## src/inc/actsc_pkg.sv

```systemverilog
package actsc_pkg;
	// ========================================================================
	// Register map
	// ========================================================================
	localparam logic [14:0] ADDR_NOISE_CTRL  = 15'h002b;
	localparam logic [14:0] ADDR_PV_DIV      = 15'h003d;
	localparam logic [14:0] ADDR_N_DIV       = 15'h003e;
	localparam logic [14:0] ADDR_PLL_RESET   = 15'h005c;
	localparam logic [14:0] ADDR_CAL_EN      = 15'h005d;
	localparam logic [14:0] ADDR_CAL_DONE    = 15'h005e;
	localparam logic [14:0] ADDR_LOCK_STATUS = 15'h0208;
	localparam logic [14:0] ADDR_TRIG_CTRL   = 15'h0060;
	localparam logic [14:0] ADDR_CLK_CTRL    = 15'h0061;
	localparam logic [14:0] ADDR_STAMP_CTRL  = 15'h0062;
	localparam logic [14:0] ADDR_DIVREF_CTRL = 15'h0063;

	// ========================================================================
	// Reset values and field positions
	// ========================================================================
	localparam logic [7:0] RST_PV_DIV     = 8'h00;
	localparam logic [7:0] RST_N_DIV      = 8'h00;
	localparam logic [7:0] RST_NOISE      = 8'h00;
	localparam logic [7:0] RST_PLL_RESET  = 8'h01;
	localparam logic [7:0] RST_CAL_EN     = 8'h00;
	localparam logic [7:0] RST_TRIG_CTRL  = 8'h00;
	localparam logic [7:0] RST_CLK_CTRL   = 8'h01;
	localparam logic [7:0] RST_STAMP_CTRL = 8'h00;
	localparam logic [7:0] RST_DIVREF     = 8'h00;
	localparam logic [1:0] TRIG_MODE_STAMP = 2'h3;
	localparam logic [1:0] TRIG_MODE_SPLL  = 2'h1;
	localparam logic [1:0] DIVREF_DIRECT   = 2'h1;
	localparam logic [1:0] DIVREF_HALF     = 2'h2;
	localparam logic [1:0] DIVREF_QUARTER  = 2'h3;
	localparam int         NOISE_BITS      = 2;
	localparam int         SAMPLE_BITS     = 12;

	// ========================================================================
	// Timing
	// ========================================================================
	localparam int CLK_PERIOD_NS     = 5;
	localparam int CAL_TIME_NS       = 1000;
	localparam int CAL_CYCLES        = (CAL_TIME_NS + CLK_PERIOD_NS - 1) / CLK_PERIOD_NS;
	localparam int LOCK_TIME_NS      = 500;
	localparam int LOCK_CYCLES       = (LOCK_TIME_NS + CLK_PERIOD_NS - 1) / CLK_PERIOD_NS;

	// ========================================================================
	// Types
	// ========================================================================
	typedef enum logic [1:0] {
		PLL_HELD    = 2'b00,
		PLL_CAL     = 2'b01,
		PLL_LOCKING = 2'b10,
		PLL_LOCKED  = 2'b11
	} actsc_pll_state_t;

	typedef struct packed {
		logic       wr;
		logic       rd;
		logic [14:0] addr;
		logic [7:0] wdata;
	} actsc_reg_req_t;

	typedef struct packed {
		logic trig_enable;
		logic [1:0] trig_mode;
		logic [4:0] rx_div;
	} actsc_trig_ctrl_t;
endpackage : actsc_pkg

```

## src/rtl/actsc_clock_ctrl.sv

```systemverilog
`timescale 1ns/1ps
// Summary of operation
// - Retimed stamp repeats on trigger in mode 3.
// - Stamp replaces sample bit 0 when enabled.
// - Stamp sampled with data-path matched latency.
// - PLL pin high selects PLL reference input.
// - Both pins low bypasses PLL, differential clock.
// - Reference repeat on with PLL, enable bit.
// - Repeat output follows selected reference input.
// - Power-down pin stops all clock outputs.
// - Channel C/D pins carry reference copies.
// - Sample rate is reference times feedback divider.
// - Calibration runs when PLL reset clears and the cal enable bit is set.
// - Done and lock registers report completion.
// - Noise-suppression bits for two supply domains.
// - Trigger output off until enabled.
// - Serial-link mode outputs line clock over twice the divider.
// - Serial-link clock derived from line clock ticks.
// - Sync captured on i_mclk through a two-stage synchroniser.
module actsc_clock_ctrl #(
	parameter int CAL_COUNT   = actsc_pkg::CAL_CYCLES,
	parameter int LOCK_COUNT  = actsc_pkg::LOCK_CYCLES,
	parameter int PIPE_DEPTH  = 4,
	parameter int SAMPLE_W    = actsc_pkg::SAMPLE_BITS
) (
	input  wire logic                   i_mclk,
	input  wire logic                   i_rstn,
	input  wire actsc_pkg::actsc_reg_req_t i_reg_req,
	output logic [7:0]                  o_reg_rdata,
	output logic                        o_reg_rvalid,
	input  wire logic                   i_pll_enable_pin,
	input  wire logic                   i_reference_select_pin,
	input  wire logic                   i_power_down_pin,
	input  wire logic [1:0]             i_clock_config_pins,
	input  wire logic                   i_diff_clock,
	input  wire logic                   i_single_ended_clock_input,
	input  wire logic                   i_sysref,
	input  wire logic                   i_timestamp_input,
	input  wire logic                   i_line_clock_tick,
	input  wire logic [SAMPLE_W-1:0]    i_sample,
	input  wire logic                   i_sample_valid,
	output logic [SAMPLE_W-1:0]         o_link_word,
	output logic                        o_link_valid,
	output logic                        o_trigger_clock_output,
	output logic                        o_trigger_output_active,
	output logic                        o_reference_repeat_output,
	output logic                        o_reference_repeat_active,
	output logic                        o_channel_c_flag_pin,
	output logic                        o_channel_d_flag_pin,
	output logic                        o_sysref_captured,
	output logic                        o_use_pll,
	output logic                        o_pll_ref_is_single_ended,
	output logic [7:0]                  o_pv_divider,
	output logic [7:0]                  o_feedback_divider,
	output logic [actsc_pkg::NOISE_BITS-1:0] o_noise_suppress
);
	// ========================================================================
	// Pin synchronisers
	// ========================================================================
	logic [1:0] pll_en_s_q, ref_sel_s_q, pd_s_q, stamp_s_q, sysref_s_q;
	logic [1:0] ccfg0_s_q, ccfg1_s_q;
	always_ff @(posedge i_mclk or negedge i_rstn) begin
		if (!i_rstn) begin
			pll_en_s_q  <= 2'h0;
			ref_sel_s_q <= 2'h0;
			pd_s_q      <= 2'h3;
			stamp_s_q   <= 2'h0;
			sysref_s_q  <= 2'h0;
			ccfg0_s_q   <= 2'h0;
			ccfg1_s_q   <= 2'h0;
		end else begin
			pll_en_s_q  <= {pll_en_s_q[0], i_pll_enable_pin};
			ref_sel_s_q <= {ref_sel_s_q[0], i_reference_select_pin};
			pd_s_q      <= {pd_s_q[0], i_power_down_pin};
			stamp_s_q   <= {stamp_s_q[0], i_timestamp_input};
			sysref_s_q  <= {sysref_s_q[0], i_sysref};
			ccfg0_s_q   <= {ccfg0_s_q[0], i_clock_config_pins[0]};
			ccfg1_s_q   <= {ccfg1_s_q[0], i_clock_config_pins[1]};
		end
	end
	wire pll_en  = pll_en_s_q[1];
	wire ref_sel = ref_sel_s_q[1];
	wire pd      = pd_s_q[1];
	wire [1:0] ccfg = {ccfg1_s_q[1], ccfg0_s_q[1]};

	// ========================================================================
	// Registers
	// ========================================================================
	logic [7:0] pv_q, n_q, noise_q, prst_q, calen_q, trig_q, clkc_q, stamp_q, divref_q;
	logic       cal_done_q, locked_q;
	actsc_pkg::actsc_pll_state_t state_q, state_d;

	wire wr = i_reg_req.wr;
	wire [14:0] a = i_reg_req.addr;
	wire [7:0] wd = i_reg_req.wdata;
	always_ff @(posedge i_mclk or negedge i_rstn) begin
		if (!i_rstn) begin
			pv_q     <= actsc_pkg::RST_PV_DIV;
			n_q      <= actsc_pkg::RST_N_DIV;
			noise_q  <= actsc_pkg::RST_NOISE;
			prst_q   <= actsc_pkg::RST_PLL_RESET;
			calen_q  <= actsc_pkg::RST_CAL_EN;
			trig_q   <= actsc_pkg::RST_TRIG_CTRL;
			clkc_q   <= actsc_pkg::RST_CLK_CTRL;
			stamp_q  <= actsc_pkg::RST_STAMP_CTRL;
			divref_q <= actsc_pkg::RST_DIVREF;
		end else if (wr) begin
			if (a == actsc_pkg::ADDR_PV_DIV) pv_q <= wd;
			if (a == actsc_pkg::ADDR_N_DIV) n_q <= wd;
			if (a == actsc_pkg::ADDR_NOISE_CTRL) noise_q <= wd;
			if (a == actsc_pkg::ADDR_PLL_RESET) prst_q <= {7'h00, wd[0]};
			if (a == actsc_pkg::ADDR_CAL_EN) calen_q <= {7'h00, wd[0]};
			if (a == actsc_pkg::ADDR_TRIG_CTRL) trig_q <= wd;
			if (a == actsc_pkg::ADDR_CLK_CTRL) clkc_q <= {7'h00, wd[0]};
			if (a == actsc_pkg::ADDR_STAMP_CTRL) stamp_q <= {6'h00, wd[1:0]};
			if (a == actsc_pkg::ADDR_DIVREF_CTRL) divref_q <= {3'h0, wd[4:0]};
		end
	end

	// ========================================================================
	// PLL reset, calibration and lock sequence
	// ========================================================================
	logic [15:0] cnt_q, cnt_d;
	wire pll_held = prst_q[0] || !pll_en;
	always_comb begin
		state_d = state_q;
		cnt_d   = cnt_q + 16'h0001;
		case (state_q)
			actsc_pkg::PLL_HELD: begin
				cnt_d = 16'h0000;
				if (!pll_held) state_d = calen_q[0] ? actsc_pkg::PLL_CAL : actsc_pkg::PLL_LOCKING;
			end
			actsc_pkg::PLL_CAL: begin
				if (cnt_q == 16'(CAL_COUNT - 1)) begin
					state_d = actsc_pkg::PLL_LOCKING;
					cnt_d   = 16'h0000;
				end
			end
			actsc_pkg::PLL_LOCKING: begin
				if (cnt_q == 16'(LOCK_COUNT - 1)) state_d = actsc_pkg::PLL_LOCKED;
			end
			actsc_pkg::PLL_LOCKED: cnt_d = cnt_q;
			default: state_d = actsc_pkg::PLL_HELD;
		endcase
		if (pll_held) state_d = actsc_pkg::PLL_HELD;
	end
	always_ff @(posedge i_mclk or negedge i_rstn) begin
		if (!i_rstn) begin
			state_q    <= actsc_pkg::PLL_HELD;
			cnt_q      <= 16'h0000;
			cal_done_q <= 1'b0;
			locked_q   <= 1'b0;
		end else begin
			state_q  <= state_d;
			cnt_q    <= cnt_d;
			locked_q <= (state_d == actsc_pkg::PLL_LOCKED);
			if (pll_held) cal_done_q <= 1'b0;
			else if (state_q == actsc_pkg::PLL_CAL && state_d == actsc_pkg::PLL_LOCKING)
				cal_done_q <= 1'b1;
		end
	end

	// ========================================================================
	// Register read
	// ========================================================================
	logic [7:0] rd_d;
	always_comb begin
		case (a)
			actsc_pkg::ADDR_PV_DIV:      rd_d = pv_q;
			actsc_pkg::ADDR_N_DIV:       rd_d = n_q;
			actsc_pkg::ADDR_NOISE_CTRL:  rd_d = noise_q;
			actsc_pkg::ADDR_PLL_RESET:   rd_d = prst_q;
			actsc_pkg::ADDR_CAL_EN:      rd_d = calen_q;
			actsc_pkg::ADDR_CAL_DONE:    rd_d = {7'h00, cal_done_q};
			actsc_pkg::ADDR_LOCK_STATUS: rd_d = {7'h00, locked_q};
			actsc_pkg::ADDR_TRIG_CTRL:   rd_d = trig_q;
			actsc_pkg::ADDR_CLK_CTRL:    rd_d = clkc_q;
			actsc_pkg::ADDR_STAMP_CTRL:  rd_d = stamp_q;
			actsc_pkg::ADDR_DIVREF_CTRL: rd_d = divref_q;
			default:                     rd_d = 8'h00;
		endcase
	end
	always_ff @(posedge i_mclk or negedge i_rstn) begin
		if (!i_rstn) begin
			o_reg_rdata  <= 8'h00;
			o_reg_rvalid <= 1'b0;
		end else begin
			o_reg_rvalid <= i_reg_req.rd;
			if (i_reg_req.rd) o_reg_rdata <= rd_d;
		end
	end

	// ========================================================================
	// Clock source selection and outputs
	// ========================================================================
	// The single-ended input is only ever routed through the PLL reference.
	wire sel_ref_clk = (pll_en && ref_sel) ? i_single_ended_clock_input : i_diff_clock;
	wire ref_rep_on  = pll_en && !pd && clkc_q[0];

	// Divided copies for channel C/D pins, counted on this clock.
	logic [1:0] ref_div_q;
	logic       ref_last_q;
	always_ff @(posedge i_mclk or negedge i_rstn) begin
		if (!i_rstn) begin
			ref_div_q  <= 2'h0;
			ref_last_q <= 1'b0;
		end else begin
			ref_last_q <= sel_ref_clk;
			if (sel_ref_clk && !ref_last_q) ref_div_q <= ref_div_q + 2'h1;
		end
	end
	wire        ovr_en   = divref_q[4];
	wire [1:0]  c_mode   = ovr_en ? divref_q[1:0] : ccfg;
	wire [1:0]  d_mode   = ovr_en ? divref_q[3:2] : ((ccfg != 2'h0) ? actsc_pkg::DIVREF_DIRECT : 2'h0);
	function automatic logic pick(input logic [1:0] m, input logic r, input logic [1:0] dv);
		case (m)
			actsc_pkg::DIVREF_DIRECT:  pick = r;
			actsc_pkg::DIVREF_HALF:    pick = dv[0];
			actsc_pkg::DIVREF_QUARTER: pick = dv[1];
			default:                   pick = 1'b0;
		endcase
	endfunction : pick
	wire c_out = !pd && pick(c_mode, sel_ref_clk, ref_div_q);
	wire d_out = !pd && (c_mode != 2'h0) && pick(d_mode, sel_ref_clk, ref_div_q);

	// ========================================================================
	// Timestamp path and trigger output
	// ========================================================================
	actsc_pkg::actsc_trig_ctrl_t tc;
	assign tc = trig_q;
	wire stamp_rx_en = stamp_q[0];
	wire stamp_bit   = stamp_rx_en && stamp_s_q[1];
	logic [PIPE_DEPTH-1:0] stamp_pipe_q;
	logic [4:0]            rx_cnt_q;
	logic                  spll_clk_q;
	always_ff @(posedge i_mclk or negedge i_rstn) begin
		if (!i_rstn) begin
			stamp_pipe_q <= '0;
			rx_cnt_q     <= 5'h00;
			spll_clk_q   <= 1'b0;
		end else begin
			if (i_sample_valid) stamp_pipe_q <= {stamp_pipe_q[PIPE_DEPTH-2:0], stamp_bit};
			if (i_line_clock_tick) begin
				if (rx_cnt_q >= tc.rx_div - 5'h01) begin
					rx_cnt_q   <= 5'h00;
					spll_clk_q <= !spll_clk_q;
				end else rx_cnt_q <= rx_cnt_q + 5'h01;
			end
		end
	end
	wire trig_stamp = tc.trig_enable && tc.trig_mode == actsc_pkg::TRIG_MODE_STAMP;
	wire trig_spll  = tc.trig_enable && tc.trig_mode == actsc_pkg::TRIG_MODE_SPLL;
	wire trig_d     = !pd && ((trig_stamp && stamp_bit) || (trig_spll && spll_clk_q));
	wire [SAMPLE_W-1:0] word_d = (stamp_q[1] && stamp_rx_en) ?
		{i_sample[SAMPLE_W-1:1], stamp_pipe_q[PIPE_DEPTH-1]} : i_sample;

	always_ff @(posedge i_mclk or negedge i_rstn) begin
		if (!i_rstn) begin
			o_link_word               <= '0;
			o_link_valid              <= 1'b0;
			o_trigger_clock_output    <= 1'b0;
			o_reference_repeat_output <= 1'b0;
			o_channel_c_flag_pin      <= 1'b0;
			o_channel_d_flag_pin      <= 1'b0;
			o_sysref_captured         <= 1'b0;
		end else begin
			o_link_valid              <= i_sample_valid;
			if (i_sample_valid) o_link_word <= word_d;
			o_trigger_clock_output    <= trig_d;
			o_reference_repeat_output <= ref_rep_on && sel_ref_clk;
			o_channel_c_flag_pin      <= c_out;
			o_channel_d_flag_pin      <= d_out;
			o_sysref_captured         <= sysref_s_q[1];
		end
	end
	assign o_trigger_output_active   = !pd && (trig_stamp || trig_spll);
	assign o_reference_repeat_active = ref_rep_on;
	assign o_use_pll                 = pll_en;
	assign o_pll_ref_is_single_ended = pll_en && ref_sel;
	assign o_pv_divider              = pv_q;
	assign o_feedback_divider        = n_q;
	assign o_noise_suppress          = noise_q[actsc_pkg::NOISE_BITS-1:0];
endmodule : actsc_clock_ctrl

```

## config.mk

```make
export PLATFORM = sky130hd
export DESIGN_NAME = actsc_clock_ctrl
export DESIGN_NICKNAME = d
export VERILOG_FILES = /design/src/inc/actsc_pkg.sv /design/src/rtl/actsc_clock_ctrl.sv
export SDC_FILE = /design/constraint.sdc
export NUM_CORES = 1
export LEC_CHECK = 0
export ABC_AREA = 1
export BUFFER_PORTS_ARGS = -buffer_cell sky130_fd_sc_hd__clkbuf_2
export CAP_MARGIN = 30
export CORE_MARGIN = 2
export CORE_UTILIZATION = 45
export DETAILED_ROUTE_END_ITERATION = 10
export GPL_TIMING_DRIVEN = 0
export PLACE_DENSITY = 0.64
export SYNTH_ARGS = -nofsm -noshare
export SYNTH_HDL_FRONTEND = slang
export SYNTH_SLANG_ARGS = --single-unit
```

## constraint.sdc

```tcl
create_clock -name i_mclk -period 2.1 [get_ports i_mclk]
set_input_delay 0 -clock i_mclk [delete_from_list [all_inputs] [get_ports i_mclk]]
set_output_delay 0 -clock i_mclk [all_outputs]
set_load 0.03 [all_outputs]
```

==> flow_metrics.tcl, run 1 <==
set metrics [dict create \
    num_vias 4853 \
    grt_pass1_vias 4745 \
    max_freq_mhz 509 \
    powerDensity_nw_per_um2 795 \
    ys_types 40 \
    crit_type "reg2reg" \
    synth_warnings 0 \
    n_fill_cell 1105 \
    grt_pass1_wl_um 22400 \
    cts_tree "done" \
    p_leak_nw 3.66 \
    die_h_um 115 \
    netlist.area_leader.share_pct 50.5 \
    max_cap_viol_count 0 \
    cp-start-kind "flip-flop" \
    first_iter_violations 330 \
    multi_input_area_um2 2300 \
    cp_max_fo 3 \
    rows 40 \
    p_int_mw 4.30 \
    hold_viol 0 \
    die_area_um2 13300 \
    tightest_slew_ns 0.569 \
    cts_buffer_depth 2 \
    ant_nets 0 \
    placed_area_um2 6260 \
    grt_max_degree 117 \
    insertion_delay_ns 0.41 \
    n_antenna_cell 0 \
    power.switching_mw 1.41 \
    synthCells 664 \
    synth_edf_count 0 \
    clock_tree.root_cell "clkbuf_16" \
    syn_avg_cell_area_um2 8.37 \
    fin_cells 978 \
    placed_cells 909 \
    holdWs_ns 0.0264 \
    slew_viol_final 0 \
    finClkSkew_ns 0.00728 \
    cts.htree.levels 4 \
    setup_violations 0 \
    hp-class "in2reg" \
    ir_drop_mv 0.422 \
    outcome "finished clean" \
    place_congestion 0.861 \
    die_w_um 115 \
    avgViaCountPerCell 4.96 \
    wl_um 13500 \
    synth-main-ff-cell "dfrtp_1" \
    clkPwrFrac_pct 45.6 \
    p_sw_share_pct 24.7 \
    nets 876 \
    synth_area_leaders "dfrtp_1 (50%), nand2_1 (14%), o21ai_1 (4.1%)" \
    drc 0 \
    grt_overflow 0 \
    setup_ws_ns 0.135 \
    wl_per_cell_um 13.8 \
    slew_headroom_pct 62.1 \
    syn_area_um2 5560 \
    final_cell_area_um2 7180 \
    cts_buffers 17 \
    drt_pass1_iterations 6 \
    areaGrowthSynthToFinish_pct 29.3 \
    fin_crit_sh_pct 93.6 \
    ys_ff_latch 116 \
    syn-num-nets 722 \
    seq_area_frac_synth_pct 52.3 \
    synthArstFlopShare_pct 100 \
    antenna_found_initial 0 \
    cp.required_ns 2.43 \
    synth.largest_area_cell "dfrtp_1" \
    seqPwrFrac_pct 43.7 \
    seq_area_um2 2910 \
    drive_above_1_share_pct 23.6 \
    end_kind "flip-flop" \
    start_util_pct 46.3 \
    clk_pin_slew_ns 0.05 \
    num_io_pins 99 \
    clock_sinks 116 \
    grt_use_total_pct 21.8 \
    portBuffers 97 \
    dpl_worst_slack_ns 0.00542 \
    arrival_ns 2.29 \
    hpwlAfterDp_um 9730 \
    p_comb_share_pct 10.7 \
    finalCoreUtilization_pct 59.8 \
    period_needed_ns 1.97 \
    core_area_um2 12000 \
]
## cell type report
type / count / area share, %
Tap cell: 147 / 2.56
Timing Repair Buffer: 135 / 12.3
Multi-Input combinational cell: 464 / 32.0
Sequential cell: 116 / 40.5
Buffer: 16 / 1.71
Inverter: 68 / 3.57
Clock inverter: 5 / 0.697
Clock buffer: 27 / 6.72
## repair_timing
| item | 4_1_cts | 5_1_grt |
|---|---|---|
| hold endpoints to repair | 168 | 0 |
| cloned | 0 | 0 |
| gates resized for setup | 1 | 4 |
| pin swaps | 0 | 1 |
| hold buffers | 34 | 0 |
| setup buffers | 0 | 3 |
| endpoints found under the setup margin | 2 | 6 |
## synthesized netlist by cell type, types with 2 or more instances
master,count
nand2_1,208
dfrtp_1,112
inv_1,56
nor2_1,56
o21ai_1,46
nand3_1,42
o21ai_2,16
o21ai_0,13
a21oi_1,11
nand2_2,10
nand4_1,9
ha_1,8
inv_2,8
buf_6,6
nor2_2,6
nor3_1,6
xor2_1,5
buf_4,4
clkbuf_1,4
dfstp_2,4
nor2_4,4
xnor2_1,4
clkinv_1,3
nand2_4,3
a21boi_0,2
and2_1,2
buf_2,2
o211ai_1,2
## per-layer routing
layer / track usage [%] / share of wire, %
met5: 0 / 0
met4: 7.15 / 1.2
met3: 6.33 / 5.4
met2: 36.1 / 49
met1: 27.7 / 44
## power groups by stage
| stage | clock network [mW] | registers (mW) | logic, mW |
|---|---|---|---|
| after detailed placement | 0 | 2.53 | 0.550 |
| after global routing | 2.77 | 2.51 | 0.697 |
| after global placement | 0 | 2.52 | 0.518 |
| after CTS | 2.66 | 2.49 | 0.601 |
| after floorplan | 0 | 2.55 | 0.289 |
| final | 2.60 | 2.50 | 0.612 |
## layout by cell type (no fill, tap or decap), drive strengths merged, types with 7 or more instances in the layout
cell,n
clkbuf,128
dfrtp,112
a21oi,11
clkinv,8
buf,16
nor3,7
nand2,221
o21ai,75
nand4,9
ha,8
dlygate4sd3,34
nand3,43
nor2,66
inv,64
## per-stage QoR
step                      total power, mW  setup TNS, ns
after floorplan                      2.84              0
final                                5.71              0
after CTS                            5.75              0
after global placement               3.04         -77.44
after detailed placement             3.08              0
after global routing                 5.98        -0.0462
## path summary, 6_finish.rpt
| kind | cells past startpoint | slack, ns | end | from |
|---|---|---|---|---|
| max | 12 | 0.13 | rx_cnt_q[1] | tc[0] |
| min | 6 | 0.03 | clkc_q[0] | i_reg_req[9] |
| max reg2reg | 12 | 0.13 | rx_cnt_q[1] | tc[0] |
| min reg2reg | 0 | 0.35 | stamp_s_q[1] | stamp_s_q[0] |
| max in group asynchronous | 3 | 1.44 | noise_q[6] | i_rstn |
| min in group asynchronous | 3 | 0.23 | o_channel_d_flag_pin | i_rstn |
## state kept, by name (all words and copies together), names as in the netlist, 2 cells and up
name and cells:
ccfg0_s_q 2, ccfg1_s_q 2, cnt_q 16, divref_q 5
noise_q 8, o_feedback_divider 8, o_link_word 12, o_pv_divider 8
o_reg_rdata 8, pd_s_q 2, pll_en_s_q 2, ref_div_q 2
ref_sel_s_q 2, rx_cnt_q 5, stamp_pipe_q 4, stamp_q 2
stamp_s_q 2, state_q 2, sysref_s_q 2, tc 8
## critical path, cell delays in order (launching register included)
cell and delay [ns]:
dfrtp_1 0.39, inv_1 0.10, ha_2 0.19, nand2_1 0.07
xnor2_1 0.13, inv_1 0.09, ha_4 0.23, nand2_1 0.10
inv_1 0.05, nand4_1 0.08, o2111ai_2 0.14, buf_4 0.17
o21ai_0 0.14
## logic make-up after synthesis
family / count (synthesis) / synth area share [%]
adders and majority gates: 8 / 1.80
DFF: 116 / 52.3
xor gates and xnor gates: 9 / 1.42
and+or+nand+nor: 351 / 27.4
buffers and inverters: 84 / 6.82
AOI/OAI and AO/OA: 96 / 10.2
Note: power is estimated with default switching activity, not from simulation.
==> run 2, diff against run 1 <==
--- a/config.mk
+++ b/config.mk
@@ -5,7 +5,7 @@
 export SDC_FILE = /design/constraint.sdc
 export NUM_CORES = 1
 export LEC_CHECK = 0
-export ABC_AREA = 1
+export ABC_AREA = 0
 export BUFFER_PORTS_ARGS = -buffer_cell sky130_fd_sc_hd__clkbuf_2
 export CAP_MARGIN = 30
 export CORE_MARGIN = 2
==> run 2 against run 1 <==
Combinational power up 25%. Register-to-register slack worse by 0.04 ns. Clock skew up 0.00079 ns. Synthesized cell count is 31% lower. First-iteration DRC count fell by 25%.
==> flow_metrics.tcl, run 2 <==
set metrics [dict create \
    drt_pass1_iterations 4 \
    cp.required_ns 2.42 \
    wl_um 12500 \
    synth_warnings 0 \
    reg2reg_to "rx_cnt_q[0]" \
    die_h_um 114 \
    ys_types 61 \
    p_leak_nw 3.31 \
    hp-class "in2reg" \
    crit_end "rx_cnt_q[0]" \
    synth_edf_count 0 \
    ir_drop_mv 0.726 \
    n_antenna_cell 0 \
    syn_avg_cell_area_um2 11.9 \
    clk_pin_slew_ns 0.05 \
    setup_violations 0 \
    largest_reg_flops 16 \
    grt_pass1_wl_um 20500 \
    syn-num-nets 513 \
    synthCells 455 \
    synth.largest_area_cell "dfrtp_1" \
    synth-main-ff-cell "dfrtp_1" \
    areaGrowthSynthToFinish_pct 31.4 \
    hpwlAfterDp_um 8550 \
    grt_overflow 0 \
    max_freq_mhz 498 \
    power_mw 6.15 \
    biggestRegsByFlops "cnt_q (16), o_link_word (12)" \
    outcome "finished clean" \
    powerDensity_nw_per_um2 866 \
    tightest_slew_ns 0.901 \
    insertion_delay_ns 0.41 \
    max_cap_viol_count 0 \
    setup_ws_ns 0.0935 \
    cp_max_fo 8 \
    cts_tree "done" \
    final_cell_mix "dfrtp_1 (112), clkbuf_2 (94), mux2_2 (59)" \
    end_kind "flip-flop" \
    core_area_um2 11900 \
    largest-register "cnt_q" \
    cts.htree.levels 4 \
    period_needed_ns 2.01 \
    r2r_start "tc[1]" \
    cp-start-kind "flip-flop" \
    avgViaCountPerCell 5.45 \
    antenna_found_initial 0 \
    ant_nets 0 \
    r2r_cells 9 \
    drc 0 \
    reg2reg_setup_slack_ns 0.09 \
    multi_input_area_um2 2420 \
    wl_per_cell_um 16.4 \
    final_common_cell "dfrtp_1" \
    die_area_um2 12900 \
    slew_headroom_pct 40.0 \
    place_congestion 0.857 \
    grt_pass1_vias 4186 \
    seq_area_frac_synth_pct 53.8 \
    cts_buffers 17 \
    start_util_pct 45.5 \
    grt_max_degree 117 \
    num_vias 4166 \
    fin_crit_sh_pct 95.5 \
    slew_viol_final 0 \
    synth_area_leaders "dfrtp_1 (52%), mux2_2 (12%), mux2i_1 (2.2%)" \
    die_w_um 114 \
    n_fill_cell 979 \
    synthArstFlopShare_pct 100 \
    synth_most_common_cell "dfrtp_1" \
    dpl_worst_slack_ns -0.0898 \
    ys_ff_latch 116 \
    rows 40 \
    portBuffers 95 \
    seq_area_um2 2910 \
    arrival_ns 2.33 \
    netlist.area_leader.share_pct 51.9 \
    syn_area_um2 5400 \
    finClkSkew_ns 0.00808 \
    hold_viol 0 \
    grt_use_total_pct 20.3 \
    drive_above_1_share_pct 36.1 \
    crit_type "reg2reg" \
    num_io_pins 99 \
    clock_tree.root_cell "clkbuf_16" \
    cts_buffer_depth 2 \
    clock_sinks 116 \
    startpoint "tc[1]" \
    nets 662 \
    synth_common_cells "dfrtp_1 (112), mux2_2 (59), nand2_1 (31)" \
    first_iter_violations 248 \
]
[run 2: cell types whose count changed in the layout (fill, tap and decap cells not counted), sizes merged, moves of 6 or more]
cell / change
nand2: -190
o21ai: -66
mux2: +59
inv: -50
nor2: -32
nand3: -21
mux2i: +12
a31oi: +9
a22o: +8
nor4: +7
a21oi: +6
[run 2: critical path, cell delays in order, from the launching register on]
cell	delay, ns
dfrtp_1	0.41
inv_1	0.10
ha_4	0.15
nand2_1	0.07
xor2_1	0.15
ha_1	0.33
a21oi_2	0.20
o21ai_4	0.11
or3_1	0.31
o21ai_0	0.08
[run 2: cells by family after synthesis]
| family | Yosys count | share of synthesized area, % |
|---|---|---|
| simple gates | 144 | 14.9 |
| flops | 116 | 53.8 |
| compound gates | 75 | 9.98 |
| mux | 72 | 14.9 |
| buf+inv | 31 | 3.03 |
| xor+xnor | 9 | 1.46 |
| fa+ha+maj | 8 | 1.85 |
[run 2: how the worst min path moves through the flow]
stage / start / end / slack [ns] / cells past startpoint
2_1_floorplan: i_rstn / cal_done_q / -0.30 / 0
3_3_place_gp: i_power_down_pin / pd_s_q[0] / 0.09 / 1
3_5_place_dp: i_power_down_pin / pd_s_q[0] / 0.09 / 1
4_1_cts: i_reg_req[9] / calen_q[0] / 0.05 / 4
5_1_grt: i_diff_clock / o_reference_repeat_output / 0.05 / 3
6_report: i_diff_clock / o_reference_repeat_output / 0.03 / 3
[run 2: power by group]
group / internal (mW) / total, mW / switching, mW
clock network: 1.92 / 2.88 / 0.964
registers: 2.38 / 2.50 / 0.118
logic: 0.332 / 0.767 / 0.436
[run 2: area by class of cell]
cell class / instances / area share, %
inverters: 14 / 0.740
clock buffers: 23 / 6.59
clock inverters: 9 / 1.80
flip-flops and latches: 116 / 40.9
repair buffers: 130 / 11.7
multi-input cells: 308 / 34.1
well taps: 147 / 2.59
plain buffers: 17 / 1.57
[run 2: repair_timing]
action	4_1_cts	5_1_grt
hold buffers	34	0
pin swaps	0	3
gates resized for setup	1	13
endpoints found under the setup margin	4	21
endpoints found under the hold margin	174	0
setup buffers	1	0
[run 2: layer usage]
metal	wire length (um)	global-route usage [%]
met1	5570	25.6
met2	6230	33.5
met3	597	5.95
met4	124	7.07
met5	0	0
[run 2: metrics by stage]
stage | cells | TNS (ns) | instance area (um^2) | util [%] | hold WS, ns
2_1_floorplan | 455 | 0 | 5400 | - | -0.296
3_3_place_gp | 697 | -69.08 | 6060 | 51.1 | 0.0888
3_5_place_dp | 697 | -0.250 | 6070 | 51.2 | 0.0888
4_1_cts | 764 | 0 | 7020 | 59.2 | 0.0536
5_1_grt | 764 | -0.00163 | 7100 | 59.9 | 0.0530
6_report | 764 | 0 | 7100 | 59.9 | 0.0282
